File: config.mk
export PLATFORM = sky130hd
export DESIGN_NAME = phy_management_registers
export DESIGN_NICKNAME = d
export VERILOG_FILES = /design/src/rtl/phy_mgmt_pkg.sv /design/src/rtl/phy_management_registers.sv
export VERILOG_INCLUDE_DIRS = /design/src /design/src/rtl
export SDC_FILE = /design/constraint.sdc
export NUM_CORES = 1
export LEC_CHECK = 0
export ABC_AREA = 1
export BUFFER_PORTS_ARGS = -buffer_cell sky130_fd_sc_hd__buf_2
export CAP_MARGIN = 5
export CORE_UTILIZATION = 45
export DETAILED_ROUTE_END_ITERATION = 10
export PLACE_DENSITY = 0.69
export SKIP_CTS_REPAIR_TIMING = 1
export SLEW_MARGIN = 30
export SYNTH_ARGS = -nofsm -noshare
export SYNTH_HDL_FRONTEND = slang
export SYNTH_SLANG_ARGS = --single-unit
File: constraint.sdc
create_clock -name mclk -period 1.2 [get_ports mclk]
set_input_delay 0 -clock mclk [delete_from_list [all_inputs] [get_ports mclk]]
set_output_delay 0 -clock mclk [all_outputs]
set_load 0.05 [all_outputs]
File: src/rtl/phy_mgmt_defines.svh
/*
  Register offsets, field positions and reset values for the
  PHY management register bank.
  Assumes inclusion by bare name from the package and the bank module.
*/
`ifndef PHY_MGMT_DEFINES_SVH
`define PHY_MGMT_DEFINES_SVH

// ****************************************
// Register offsets
// ****************************************
`define OFS_EXPANSION 5'h06
`define OFS_RSVD_LO 5'h08
`define OFS_RSVD_HI 5'h0F
`define OFS_STATUS_CTRL 5'h10
`define OFS_SPECIAL_CTRL 5'h11
`define OFS_RSVD_18 5'h12

// ****************************************
// Field positions
// ****************************************
`define EXP_PD_FAULT 4
`define EXP_LP_NP 3
`define EXP_LOC_NP 2
`define EXP_PAGE_RX 1
`define EXP_LP_AN 0
`define STC_RPD_DIS 13
`define STC_SYNC 11
`define STC_TX_PD 10
`define STC_10T_PD 9
`define STC_POL 8
`define STC_ADDR_HI 6
`define STC_ADDR_LO 2
`define STC_SPEED 1
`define STC_DUPLEX 0

// ****************************************
// Reset values
// ****************************************
`define RST_EXPANSION 16'h0000
`define RST_STC_RW 16'h2000
`define STC_RW_MASK 16'hF000
`define RST_SPECIAL 16'h0000

`endif

File: src/rtl/phy_mgmt_pkg.sv
/*
  Types shared by the PHY management register bank.
  Assumes the defines header is on the include path.
*/
package phy_mgmt_pkg;
  `include "phy_mgmt_defines.svh"
  typedef logic [15:0] reg_word_t;
  typedef logic [4:0] reg_addr_t;
endpackage : phy_mgmt_pkg

File: src/rtl/phy_management_registers.sv
/*
  Management register bank: negotiation expansion, reserved range, PHY status
  and control, PHY special control and reserved register 18.
  Assumes a management frame engine on mclk presents one-cycle read and write
  strobes with a 5-bit register address; status inputs are asynchronous levels
  or pulses from the PHY datapath and are synchronised here.
*/
`timescale 1ns/1ps
`include "phy_mgmt_defines.svh"

module phy_management_registers
  import phy_mgmt_pkg::*;
(
  input wire logic mclk,
  input wire logic reset,
  input wire logic clk_en,
  input wire phy_mgmt_pkg::reg_addr_t reg_addr,
  input wire logic wr_strobe,
  input wire phy_mgmt_pkg::reg_word_t wr_data,
  input wire logic rd_strobe,
  output phy_mgmt_pkg::reg_word_t rd_data,
  input wire logic pd_fault_event,
  input wire logic page_rx_event,
  input wire logic lp_an_able,
  input wire logic lp_np_able,
  input wire logic loc_np_able,
  input wire logic rx_in_sync,
  input wire logic tx100_powered_down,
  input wire logic t10_powered_down,
  input wire logic rx_polarity_reversed,
  input wire logic [4:0] phy_addr_pins,
  input wire logic speed_100,
  input wire logic full_duplex,
  output logic rpd_disable,
  output logic scrambler_bypass,
  output logic enc_4b5b_bypass,
  output logic force_h_pattern,
  output logic force_34_pattern,
  output logic force_link_valid,
  output logic symbol_err_enable,
  output logic carrier_sense_disable,
  output logic dyn_pd_disable,
  output logic an_loopback,
  output logic tx_tristate,
  output logic force_polarity,
  output logic auto_pol_disable,
  output logic squelch_disable,
  output logic ext_squelch,
  output logic link_integ_disable,
  output logic jabber_disable
);
  import phy_mgmt_pkg::*;

  // ****************************************
  // Input synchronisers
  // ****************************************
  localparam int SYNC_W = 16;
  logic [SYNC_W-1:0] sync_a;
  logic [SYNC_W-1:0] sync_b;
  logic pd_fault_last;
  logic page_rx_last;
  logic [4:0] sampled_addr;
  logic addr_taken;

  // Not reset, so the strap is already settled when reset lets go
  always_ff @(posedge mclk) begin
    if (clk_en) begin
      sync_a <= {pd_fault_event, page_rx_event, lp_an_able, lp_np_able, loc_np_able,
                 rx_in_sync, tx100_powered_down, t10_powered_down,
                 rx_polarity_reversed, phy_addr_pins, speed_100, full_duplex};
      sync_b <= sync_a;
    end
  end

  wire s_pd_fault = sync_b[15];
  wire s_page_rx = sync_b[14];
  wire s_lp_an = sync_b[13];
  wire s_lp_np = sync_b[12];
  wire s_loc_np = sync_b[11];
  wire s_sync = sync_b[10];
  wire s_tx_pd = sync_b[9];
  wire s_10t_pd = sync_b[8];
  wire s_pol = sync_b[7];
  wire [4:0] s_addr = sync_b[6:2];
  wire s_speed = sync_b[1];
  wire s_duplex = sync_b[0];

  // Address is a strap: caught once, after reset release, from the synced copy
  always_ff @(posedge mclk) begin
    if (reset) begin
      sampled_addr <= 5'h00;
      addr_taken <= 1'b0;
    end else if (clk_en && !addr_taken) begin
      sampled_addr <= s_addr;
      addr_taken <= 1'b1;
    end
  end

  // ****************************************
  // Latch-high flags
  // ****************************************
  logic latch_high_flag_pdf;
  logic latch_high_flag_pg;
  wire pdf_rise = s_pd_fault && !pd_fault_last;
  wire pg_rise = s_page_rx && !page_rx_last;
  wire exp_read = clk_en && rd_strobe && (reg_addr == `OFS_EXPANSION);

  always_ff @(posedge mclk) begin
    if (reset) begin
      pd_fault_last <= 1'b0;
      page_rx_last <= 1'b0;
    end else if (clk_en) begin
      pd_fault_last <= s_pd_fault;
      page_rx_last <= s_page_rx;
    end
  end

  // A new event in the read cycle wins, so it is never lost
  always_ff @(posedge mclk) begin
    if (reset) begin
      latch_high_flag_pdf <= 1'b0;
    end else if (clk_en) begin
      if (pdf_rise) begin
        latch_high_flag_pdf <= 1'b1;
      end else if (exp_read) begin
        latch_high_flag_pdf <= 1'b0;
      end
    end
  end

  always_ff @(posedge mclk) begin
    if (reset) begin
      latch_high_flag_pg <= 1'b0;
    end else if (clk_en) begin
      if (pg_rise) begin
        latch_high_flag_pg <= 1'b1;
      end else if (exp_read) begin
        latch_high_flag_pg <= 1'b0;
      end
    end
  end

  // ****************************************
  // Writable registers
  // ****************************************
  reg_word_t stc_rw;
  reg_word_t special;

  // Only bits 15:12 of status/control are storage; the rest ignore writes
  always_ff @(posedge mclk) begin
    if (reset) begin
      stc_rw <= `RST_STC_RW;
    end else if (clk_en && wr_strobe && reg_addr == `OFS_STATUS_CTRL) begin
      stc_rw <= wr_data & `STC_RW_MASK;
    end
  end

  always_ff @(posedge mclk) begin
    if (reset) begin
      special <= `RST_SPECIAL;
    end else if (clk_en && wr_strobe && reg_addr == `OFS_SPECIAL_CTRL) begin
      special <= wr_data;
    end
  end

  always_comb begin
    rpd_disable = stc_rw[`STC_RPD_DIS];
    scrambler_bypass = special[15];
    enc_4b5b_bypass = special[14];
    force_h_pattern = special[13];
    force_34_pattern = special[12];
    force_link_valid = special[11];
    symbol_err_enable = special[10];
    carrier_sense_disable = special[9];
    dyn_pd_disable = special[8];
    an_loopback = special[7];
    tx_tristate = special[6];
    force_polarity = special[5];
    auto_pol_disable = special[4];
    squelch_disable = special[3];
    ext_squelch = special[2];
    link_integ_disable = special[1];
    jabber_disable = special[0];
  end

  // ****************************************
  // Read path
  // ****************************************
  function automatic reg_word_t read_word(input reg_addr_t a);
    reg_word_t w;
    w = 16'h0000;
    if (a == `OFS_EXPANSION) begin
      w[`EXP_PD_FAULT] = latch_high_flag_pdf;
      w[`EXP_LP_NP] = s_lp_np;
      w[`EXP_LOC_NP] = s_loc_np;
      w[`EXP_PAGE_RX] = latch_high_flag_pg;
      w[`EXP_LP_AN] = s_lp_an;
    end else if (a == `OFS_STATUS_CTRL) begin
      w = stc_rw;
      w[`STC_SYNC] = s_sync;
      w[`STC_TX_PD] = s_tx_pd;
      w[`STC_10T_PD] = s_10t_pd;
      w[`STC_POL] = s_pol;
      w[`STC_ADDR_HI:`STC_ADDR_LO] = sampled_addr;
      w[`STC_SPEED] = s_speed;
      w[`STC_DUPLEX] = s_duplex;
    end else if (a == `OFS_SPECIAL_CTRL) begin
      w = special;
    end
    // Reserved 8-15, 18 and unmapped addresses all read zero
    return w;
  endfunction : read_word

  // Data is captured on the read strobe and held until the next read
  always_ff @(posedge mclk) begin
    if (reset) begin
      rd_data <= 16'h0000;
    end else if (clk_en && rd_strobe) begin
      rd_data <= read_word(reg_addr);
    end
  end

  // ****************************************
  // Assertions
  // ****************************************
  a_exp_upper_zero:
    assert property (@(posedge mclk) disable iff (reset)
      $past(clk_en && rd_strobe && reg_addr == `OFS_EXPANSION) |-> rd_data[15:5] == 11'h0)
    else $error("Expansion upper bits not zero");

  a_rsvd_reads_zero:
    assert property (@(posedge mclk) disable iff (reset)
      clk_en && rd_strobe && (reg_addr == `OFS_RSVD_18 ||
      (reg_addr >= `OFS_RSVD_LO && reg_addr <= `OFS_RSVD_HI)) |=> rd_data == 16'h0000)
    else $error("Reserved register read not zero");

  a_pdf_clears_read:
    assert property (@(posedge mclk) disable iff (reset)
      exp_read && !pdf_rise |=> !latch_high_flag_pdf)
    else $error("Fault flag survived read");

  a_pdf_sets:
    assert property (@(posedge mclk) disable iff (reset)
      clk_en && pdf_rise |=> latch_high_flag_pdf)
    else $error("Fault flag not latched");

  a_page_sets:
    assert property (@(posedge mclk) disable iff (reset)
      clk_en && pg_rise |=> latch_high_flag_pg)
    else $error("Page flag not latched");

  a_page_holds:
    assert property (@(posedge mclk) disable iff (reset)
      latch_high_flag_pg && !exp_read |=> latch_high_flag_pg)
    else $error("Page flag dropped without read");

  a_rpd_reset_one:
    assert property (@(posedge mclk)
      $past(reset) |-> rpd_disable)
    else $error("Reduced power disable not one after reset");

  a_special_write:
    assert property (@(posedge mclk) disable iff (reset)
      clk_en && wr_strobe && reg_addr == `OFS_SPECIAL_CTRL |=>
      {scrambler_bypass, jabber_disable} == {$past(wr_data[15]), $past(wr_data[0])})
    else $error("Special control write not applied");

  a_stc_ro_ignored:
    assert property (@(posedge mclk) disable iff (reset)
      clk_en && wr_strobe && reg_addr == `OFS_STATUS_CTRL |=>
      stc_rw == ($past(wr_data) & `STC_RW_MASK))
    else $error("Status control write not masked");

  a_stc_write:
    assert property (@(posedge mclk) disable iff (reset)
      clk_en && wr_strobe && reg_addr == `OFS_STATUS_CTRL |=>
      rpd_disable == $past(wr_data[`STC_RPD_DIS]))
    else $error("Reduced power disable write not applied");

  a_pg_clears_read:
    assert property (@(posedge mclk) disable iff (reset)
      exp_read && !pg_rise |=> !latch_high_flag_pg)
    else $error("Page flag survived read");

  a_exp_ro_ignored:
    assert property (@(posedge mclk) disable iff (reset)
      clk_en && wr_strobe && reg_addr == `OFS_EXPANSION &&
      !exp_read && !pdf_rise && !pg_rise |=>
      {latch_high_flag_pdf, latch_high_flag_pg} ==
      $past({latch_high_flag_pdf, latch_high_flag_pg}))
    else $error("Expansion flags changed by write");

  a_addr_held:
    assert property (@(posedge mclk) disable iff (reset)
      addr_taken |=> $stable(sampled_addr))
    else $error("Sampled address changed after capture");

  a_rd_holds:
    assert property (@(posedge mclk) disable iff (reset)
      !(clk_en && rd_strobe) |=> $stable(rd_data))
    else $error("Read data changed without a read");

  a_freeze_ctrl:
    assert property (@(posedge mclk) disable iff (reset)
      !clk_en |=> $stable(special) && $stable(stc_rw))
    else $error("Control changed while clock enable low");

endmodule : phy_management_registers

== Yosys cells after proc, flatten, opt, wreduce, memory -nomap -nowiden ==
Index checks and enable logic that the tools add are counted.
W data, S select, Z words.
Operators by class
  $add $sub $neg: 0
  reduce and logical (&&, ||, !) cells: 15
  order comparisons: 0
  muxes and demuxes: 7
  bitwise gates (word level): 0
  equal/unequal tests: 3
  $mul: 0
  div/mod/pow operators: 0
  shift-type cells: 0
Operators by type and width (number)
  $mux W16: 2
  $mux W11: 1
  $eq A5 B5 Y1 const B: 2
  $logic_and A1 B1 Y1: 8
  $eq A5 B3 Y1 const B: 1
  $mux W5: 1
  $reduce_and A2 Y1: 2
  $reduce_bool A2 Y1: 2
  $logic_not A1 Y1: 3
  $mux W1: 3
Storage, ports and cells
  memories: 0
  bits in read-only memories: 0
  memory bits (writable): 0
  output and inout bits: 33
  bits in latches: 0
  register bits after elaboration: 78
  logic and storage cells: 36

== Logic depth before layout (Yosys ltp) ==
Gate-level depths: netlist of the first run.
  depth in word-level cells: 4
  depth in mapped cells: 8
  mapped depth without buffers: 7

== Worst setup path before layout of the first run ==
Ideal clock, no wire load.
  path kind: register -> register
  start: register special[0]
  end: register rd_data[0]
  stages on the path, launching flop included: 5
  arrival time: 0.994 ns
  setup slack: 0.136 ns
  library setup time: 0.070 ns
  cell sequence: dfxtp_1 -> nand4_1 -> nand2_1 -> nand2_1 -> a21oi_1
On the way
  longest elaborated chain between the ends: 3
Ends and longest elaborated chain
  from (decl): RTL line phy_management_registers.sv:147  | reg_word_t special;
  from (signal assigned): RTL line phy_management_registers.sv:160  | special <= `RST_SPECIAL;
  from (signal assigned): RTL line phy_management_registers.sv:162  | special <= wr_data;
  $mux W16: RTL line phy_management_registers.sv:207  | end else if (a == `OFS_SPECIAL_CTRL) begin
  $mux W16: RTL line phy_management_registers.sv:198  | end else if (a == `OFS_STATUS_CTRL) begin
  $mux W5: RTL line phy_management_registers.sv:192  | if (a == `OFS_EXPANSION) begin
  to (signal assigned): RTL line phy_management_registers.sv:219  | rd_data <= read_word(reg_addr);
  to (decl): RTL line phy_management_registers.sv:21  | output phy_mgmt_pkg::reg_word_t rd_data,
No other way between the ends.
A chain may end at the register's enable or synchronous reset.

== Worst setup path after layout of the first run ==
  start: register special[3]
  end: output port squelch_disable
RTL lines
  to (decl): RTL line phy_management_registers.sv:47  | output logic squelch_disable,
No word-level cell between the ends.

==> results of run 1 <==
## routing by layer
layer,global-route usage,vias up,routed length (microns)
li1,-,1311,-
met1,0.263,1177,3130
met2,0.289,101,3170
met3,0.0396,11,379
met4,0.0909,0,99
met5,0,-,0
## metrics by stage
| step | util | cell area [sq um] | worst slack [ns] | cells | total power, uW |
|---|---|---|---|---|---|
| global route | 0.628 | 4010 | 0.156 | 513 | 5690 |
| floorplan | - | 3000 | 0.136 | 318 | 3140 |
| finish | 0.628 | 4010 | 0.191 | 513 | 5490 |
| global placement | 0.543 | 3470 | 0.210 | 465 | 3300 |
| CTS | 0.578 | 3690 | 0.174 | 481 | 5440 |
| detailed placement | 0.543 | 3470 | 0.164 | 465 | 3300 |
## cell type report
cell class,instances,area [sq um]
Sequential cell,78,1880
Inverter,15,56.3
Multi-Input combinational cell,208,966
Fill cell,544,2370
Clock buffer,10,138
Timing Repair Buffer,119,788
Tap cell,77,96.3
Clock inverter,6,85.1
## synth_stat cells (all sizes together)
| cell | count | area (sq um) |
|---|---|---|
| or2 | 1 | 6.26 |
| nand3b | 1 | 7.51 |
| clkbuf | 4 | 15.0 |
| a21oi | 20 | 100 |
| edfxtp | 32 | 961 |
| dfxtp | 46 | 921 |
| nand3 | 4 | 25.0 |
| o21ai | 25 | 125 |
| nand4 | 35 | 219 |
| nor2 | 60 | 248 |
| nand2 | 62 | 235 |
| buf | 13 | 80.1 |
| inv | 15 | 56.3 |
## sequential cells by signal, summed over array words and instances (netlist names)
register and flops:
sampled_addr 5, latch_high_flag_pg 1, page_rx_last 1, pd_fault_last 1
sync_b 16, special 16, addr_taken 1, rd_data 16
stc_rw 4, sync_a 16, latch_high_flag_pdf 1
## power by group
part	internal, uW	switching (uW)	total, uW
Sequential	2880	41.5	2920
Clock	1220	944	2160
Combinational	180	224	404
## path summary, 6_finish.rpt
path | start | to | slack [ns] | cells after the start
worst min-delay path | clk_en | sync_b[15] | 0.02 | 1
worst max register to register | addr_taken | sampled_addr[0] | 0.35 | 4
worst max-delay path | special[3] | squelch_disable | 0.19 | 1
worst min register to register | sync_a[7] | sync_b[7] | 0.42 | 0
## logic make-up (layout without fill, tap and decap cells)
family,Yosys count,after routing
AND/OR/NAND/NOR,163,163
AO/OA/AOI/OAI,45,45
buffers and inverters,32,150
flip-flops,78,78
==> out/results.md, run 1 <==
| Group | Result | This run |
|---|---|---|
| clock tree | Maximum number of buffers from clock root to sink | 2 |
| layout | Commonest non-fill, non-tap cell in the layout | sky130_fd_sc_hd__buf_2 |
| logic synthesis | Cell count after synthesis | 318 |
| setup path | Worst path buffer plus inverter count | 1 |
| routing | Detailed-route vias per instance | 5.07 |
| layout | Fraction of layout cells with a size suffix above 1 | 0.257 |
| timing | Time the worst path needs with I/O delays and setup | 1.01 ns |
| logic synthesis | Seq cells post-synth | 78 |
| routing | Number of DRC violations after detailed routing | 0 |
| placement | Final GP Congestion | 0.859 |
| logic synthesis | Post-synthesis share of cell area spent on xor and xnor gates | 0 |
| logic synthesis | Adder and majority cell fraction of the synthesized area | 0 |
| setup path | Arrival @ worst endpoint | 1.01 ns |
| logic synthesis | Main combinational cell family by area after synthesis | simple AND/OR/NAND/NOR gates |
| setup path | Crit path capture type | output port |
| layout | Antenna Diode Count | 0 |
| clock tree | Worst-path clk slew | 0.08 ns |
| placement | Final HPWL DP | 4600 microns |
| setup path | Critical path's largest stage delay | 0.39 ns |
| setup path | CP Max Fanout | 3 |
| clock tree | TritonCTS clock tree | yes |
| layout | Area Growth Syn to Fin | 33.8% |
| global routing | Total GRT Usage | 0.191 |
| floorplanning | Effective utilization at floorplan | 0.470 |
| worst hold path | Worst hold path class | in2reg |
| clock tree | Worst-Skew Late Latency | 0.34 ns |
| floorplanning | I/O pin total | 75 |
| timing | Min Hold Slack | 0.0206 ns |
| global routing | Global-route wire length before repair | 10,600 microns |
| timing | Sum Neg Setup Slack | 0 ns |
| routing | WL final | 6780 microns |
| timing | Slew Limit Fails | 0 |
| routing | Antenna-violating nets left | 0 |
| routing | Drt first pass iters | 5 |
| clock tree | Number of sinks on the clock net | 78 |
| logic synthesis | Number of different library cells in the post-synthesis netlist | 20 |
| global routing | Number of global-route vias before repair | 2,253 |
| timing | Post-route clock period utilization | 0.841 |
| power | Peak VDD IR | 921 uV |
| timing | Unrepaired setup endpoints after global routing | no |
| floorplanning | Chip Height | 83.6 microns |
| status | Result of the run | finished clean |
| logic synthesis | Syn_area_per_cell | 9.43 sq um |
| setup path | Kind of cell with the highest combined delay on the critical path | flip-flops |
| power | Power per unit of standard cell area | 1370 nW/um^2 |
| clock tree | TritonCTS Buffers | 9 |
| logic synthesis | Post-Synth Simple-Gate Area | 0.247 |
| timing | Relative slew margins | 0.796 |
| logic synthesis | Count of synthesis-stage warnings from yosys | 0 |
| logic synthesis | Post-Synthesis Net Count | 360 |
| global routing | Overflow left after global routing | 0 |
| floorplanning | Placement Rows | 29 |
| job | Max-cap check violation count | 0 |
| timing | Total count of hold-check failures in the final report | 0 |
| setup path | Worst Path Class, Setup | reg2out |
| routing | Starting DRT DRC Count | 160 |
| setup path | Type of element launching the critical path | flip-flop |
| layout | Commonest cells after routing, fill and taps aside | 74 x sky130_fd_sc_hd__buf_2, 61 x sky130_fd_sc_hd__nand2_1, 57 x sky130_fd_sc_hd__nor2_1 |
| global routing | Pin count of the biggest net entering global routing | 26 |
| global routing | Number of antenna violations at the first check in global routing | 0 |
| setup path | Critical path required time | 1.20 ns |
| routing | Avg WL per Cell | 13.2 microns |
| timing | Max Fclk | 991 MHz |
| timing | Final worst clock skew | 0.0112 ns |
| routing | Total number of vias | 2,600 |
| timing | Actual slew at the worst max-slew pin | 0.305 ns |
| floorplanning | Die boundary width | 83.6 microns |
| timing | Setup violations, final | 0 |
| power | Leak | 0.00178 uW |
| setup path | Slowest stage cell, crit path | sky130_fd_sc_hd__dfxtp_1 |
| placement | Buffers on Ports | 74 |
| logic synthesis | Multiplexer area fraction after synthesis | 0 |
| clock tree | Clock root buffer master | sky130_fd_sc_hd__clkbuf_8 |
| logic synthesis | Share of synthesized area occupied by flip-flops and latches | 0.627 |
| logic synthesis | Post-Syn Area | 3000 sq um |
| setup path | Critical path, cell by cell | buf_2 |
| layout | # nets final | 473 |
| floorplanning | Total Die Area | 6990 sq um |
| logic synthesis | Synthesized-area fraction occupied by ao, oa, aoi and oai cells | 0.0751 |
| clock tree | H-tree Lvls | 3 |
| floorplanning | Placeable core area | 6390 sq um |
(Power assumes the default switching activity.)
==> inputs of run 2 (changes only) <==
--- a/config.mk
+++ b/config.mk
@@ -6,12 +6,12 @@
 export SDC_FILE = /design/constraint.sdc
 export NUM_CORES = 1
 export LEC_CHECK = 0
-export ABC_AREA = 1
+export ABC_AREA = 0
 export BUFFER_PORTS_ARGS = -buffer_cell sky130_fd_sc_hd__buf_2
 export CAP_MARGIN = 5
 export CORE_UTILIZATION = 45
 export DETAILED_ROUTE_END_ITERATION = 10
-export PLACE_DENSITY = 0.69
+export PLACE_DENSITY = 0.72
 export SKIP_CTS_REPAIR_TIMING = 1
 export SLEW_MARGIN = 30
 export SYNTH_ARGS = -nofsm -noshare
==> constraint.sdc (replaced) <==
create_clock -name mclk -period 0.9 [get_ports mclk]
set_input_delay 0 -clock mclk [delete_from_list [all_inputs] [get_ports mclk]]
set_output_delay 0 -clock mclk [all_outputs]
set_load 0.05 [all_outputs]
==> run 2 against run 1 <==
The run now ends with DRC, setup timing left. Combinational power up 80%. Synthesized cell count down 22%. Critical path depth up 2. Clock skew down 0.0057 ns. Clock-buffer cell count down 1. Setup slack worse by 0.34 ns. Synthesized area up 1.3%. Clock power up 30%. Utilization up 9.2 points. First-iteration DRC count down 13%. Critical path type is now reg2reg.
==> out/results.md, run 2 <==
| Group | Result | This run | Change |
|---|---|---|---|
| global routing | Number of antenna violations at the first check in global routing | 0 | unchanged |
| layout | Commonest non-fill, non-tap cell in the layout | sky130_fd_sc_hd__buf_2 |  |
| routing | WL final | 7030 microns | +3.6% |
| setup path | Worst Path Class, Setup | reg2reg |  |
| status | Result of the run | complete, but fails checks |  |
| logic synthesis | EDFF count, synth | 32 | unchanged |
| floorplanning | Die boundary width | 84.2 microns | +0.65% |
| logic synthesis | Area contributors post-synth | sky130_fd_sc_hd__edfxtp_1 32%, sky130_fd_sc_hd__dfxtp_1 30%, sky130_fd_sc_hd__mux2i_1 8.6% |  |
| clock tree | Number of sinks on the clock net | 78 | unchanged |
| logic synthesis | Post-Synthesis Net Count | 289 | -20% |
| clock tree | TritonCTS clock tree | yes |  |
| clock tree | Worst-Skew Late Latency | 0.35 ns | about the same |
| worst hold path | Worst hold path class | in2reg |  |
| floorplanning | Chip Height | 84.2 microns | +0.65% |
| floorplanning | Total Die Area | 7090 sq um | +1.3% |
| setup path | CP Max Fanout | 1 | -2 |
| logic synthesis | Leading area contributor after synthesis | sky130_fd_sc_hd__edfxtp_1 |  |
| setup path | Type of element launching the critical path | flip-flop |  |
| job | Max-cap check violation count | 0 | unchanged |
| routing | Antenna-violating nets left | 0 | unchanged |
| logic synthesis | Count of synthesis-stage warnings from yosys | 0 | unchanged |
| setup path | Setup slack of the worst register-to-register path | -0.15 ns | -0.50 ns |
| global routing | Total GRT Usage | 0.187 | -0.00383 |
| logic synthesis | Ys flop type | sky130_fd_sc_hd__dfxtp_1 |  |
| routing | Drt first pass iters | 7 | +2 |
| floorplanning | Placeable core area | 6420 sq um | +0.57% |
| timing | Final worst clock skew | 0.00558 ns | -0.00566 ns |
| placement | Final HPWL DP | 4360 microns | -5.0% |
| routing | Total number of vias | 2,306 | -11% |
| timing | Setup violations, final | 16 | +16 |
| timing | Post-route worst setup slack | -0.152 ns | -0.343 ns |
| logic synthesis | Area fraction of the dominant cell type after synthesis | 0.316 | -0.00422 |
| layout | Area Growth Syn to Fin | 52.1% |  |
| timing | Total count of hold-check failures in the final report | 0 | unchanged |
| global routing | Pin count of the biggest net entering global routing | 55 | +110% |
| placement | Count of placed standard cells including taps | 408 | -12% |
| layout | Fraction of layout cells with a size suffix above 1 | 0.472 | +0.215 |
| logic synthesis | Commonest cells in the synthesized netlist | 46 x sky130_fd_sc_hd__dfxtp_1, 36 x sky130_fd_sc_hd__nand2b_1, 32 x sky130_fd_sc_hd__edfxtp_1, 26 x sky130_fd_sc_hd__mux2i_1 |  |
| setup path | Arrival @ worst endpoint | 1.28 ns | +0.27 ns |
| setup path | Crit path capture type | flip-flop |  |
| power | Leak | 0.00183 uW | +3.0% |
| clock tree | Maximum number of buffers from clock root to sink | 2 | unchanged |
| timing | Relative slew margins | 0.817 | +0.0212 |
| logic synthesis | Share of synthesized area occupied by flip-flops and latches | 0.619 | -0.00827 |
| logic synthesis | Post-Syn Area | 3040 sq um | +1.3% |
| clock tree | H-tree Lvls | 3 | unchanged |
| placement | Buffers on Ports | 74 | unchanged |
| global routing | Overflow left after global routing | 0 | unchanged |
| timing | Actual slew at the worst max-slew pin | 0.274 ns | -0.0314 ns |
| timing | Post-route clock period utilization | 1.17 |  |
| logic synthesis | Seq cells post-synth | 78 | unchanged |
| logic synthesis | Share of synthesized registers carrying an async set or reset | 0 | unchanged |
| global routing | Global-route wire length before repair | 9880 microns | -6.6% |
| timing | Time the worst path needs with I/O delays and setup | 1.05 ns |  |
| clock tree | Clock root buffer master | sky130_fd_sc_hd__clkbuf_8 |  |
| floorplanning | I/O pin total | 75 | unchanged |
| layout | Commonest cells after routing, fill and taps aside | 41 x sky130_fd_sc_hd__buf_2, 36 x sky130_fd_sc_hd__nand2b_1, 32 x sky130_fd_sc_hd__dlygate4sd3_1, 32 x sky130_fd_sc_hd__edfxtp_1, 28 x sky130_fd_sc_hd__buf_6 |  |
| layout | Non-filler instance count after layout | 456 | -11% |
| placement | Final GP Congestion | 0.792 | -7.8% |
| global routing | Number of global-route vias before repair | 2,018 | -10% |
| routing | Avg WL per Cell | 15.4 microns | +17% |
| clock tree | TritonCTS Buffers | 9 | unchanged |
| logic synthesis | Number of different library cells in the post-synthesis netlist | 28 | +40% |
| layout | Post-layout utilization of the core | 0.720 | +0.0917 |
| clock tree | Worst-path clk slew | 0.08 ns | about the same |
| layout | # nets final | 416 | -12% |
| routing | Number of DRC violations after detailed routing | 12 | +12 |
| status | Violated checks | DRC, setup timing |  |
| timing | Max Fclk | 950 MHz |  |
| routing | Detailed-route vias per instance | 5.06 | -0.22% |
| floorplanning | Effective utilization at floorplan | 0.473 | +0.00358 |
| timing | Unrepaired setup endpoints after global routing | yes |  |
| layout | Antenna Diode Count | 0 | unchanged |
| placement | Setup Slack @ Placement | -0.331 ns | -0.495 ns |
| routing | Starting DRT DRC Count | 140 | -13% |
| logic synthesis | Syn_area_per_cell | 12.3 sq um | +30% |
| power | Power per unit of standard cell area | 1600 nW/um^2 | +17% |
| power | Total power of the final layout | 7410 uW | +35% |
| setup path | Critical path required time | 1.13 ns | -0.07 ns |
| logic synthesis | Most repeated cell in the gate-level netlist after synthesis | sky130_fd_sc_hd__dfxtp_1 |  |
| power | Peak VDD IR | 1230 uV | +33% |
| logic synthesis | Cell count after synthesis | 247 | -22% |
| timing | Slew Limit Fails | 0 | unchanged |
| floorplanning | Placement Rows | 29 | unchanged |
-- run 2: cell types whose count changed after synthesis, moves of 8 or more --
cell / previous run / this run
sky130_fd_sc_hd__nor2_1: 57 / 15
sky130_fd_sc_hd__o21ai_0: 16 / 0
sky130_fd_sc_hd__clkbuf_1: 4 / 12
sky130_fd_sc_hd__mux2i_1: 0 / 26
sky130_fd_sc_hd__o21ai_1: 9 / 0
sky130_fd_sc_hd__nand4_1: 35 / 1
sky130_fd_sc_hd__nand2_1: 61 / 13
sky130_fd_sc_hd__mux2_2: 0 / 15
sky130_fd_sc_hd__buf_2: 10 / 1
sky130_fd_sc_hd__nand2b_1: 0 / 36
sky130_fd_sc_hd__inv_1: 12 / 1
-- run 2: cell type report --
class / count / area (sq um)
well taps: 77 / 96.3
clock inverters: 7 / 88.8
flip-flops and latches: 78 / 1940
clock buffers: 9 / 124
fillers: 442 / 1800
multi-input cells: 151 / 1160
inverters: 1 / 3.75
repair buffers: 133 / 1210
-- run 2: path summary, 6_finish.rpt --
path               start                  to  cells past startpoint
min          reg_addr[4]  latch_high_flag_pg                      4
max reg2reg    sync_b[1]          rd_data[1]                      3
max            sync_b[1]          rd_data[1]                      3
min reg2reg   sync_a[12]          sync_b[12]                      0
-- run 2: logic make-up (layout without fill, tap and decap cells) --
family / Yosys count / in the layout / share of synthesized area
buffers and inverters: 18 / 150 / 0.0276
multiplexers: 41 / 41 / 0.141
flip-flops: 78 / 78 / 0.619
AO/OA/AOI/OAI: 26 / 26 / 0.0548
AND/OR/NAND/NOR: 84 / 84 / 0.157
-- run 2: through the flow --
step	hold WS (ns)	instance area, sq um	setup TNS [ns]
after global routing	0.0559	4620	-1.93
after detailed placement	0.179	3710	-8.41
after floorplan	0.0989	3100	-7.16
final	0.0696	4620	-1.12
after CTS	-0.193	3920	-4.01
after global placement	0.179	3710	-7.19
-- run 2: power by group --
group,switching (uW),leakage (uW),internal (uW)
Clock,1260,0.000103,1540
Combinational,339,0.00103,389
Sequential,60.4,0.000704,3820
Total,1660,0.00183,5750
-- run 2: critical path: stages, from the launching register on --
cell and delay (ns):
sky130_fd_sc_hd__edfxtp_1 0.36, sky130_fd_sc_hd__mux2_4 0.29, sky130_fd_sc_hd__a32oi_2 0.20, sky130_fd_sc_hd__a211oi_2 0.10
-- run 2: per-layer routing --
| layer | routed length [microns] | part of all wire | global-route usage |
|---|---|---|---|
| met5 | 0 | 0 | 0 |
| met1 | 3100 | 0.44 | 0.246 |
| met4 | 117 | 0.017 | 0.0956 |
| met3 | 317 | 0.045 | 0.0551 |
| met2 | 3500 | 0.50 | 0.283 |
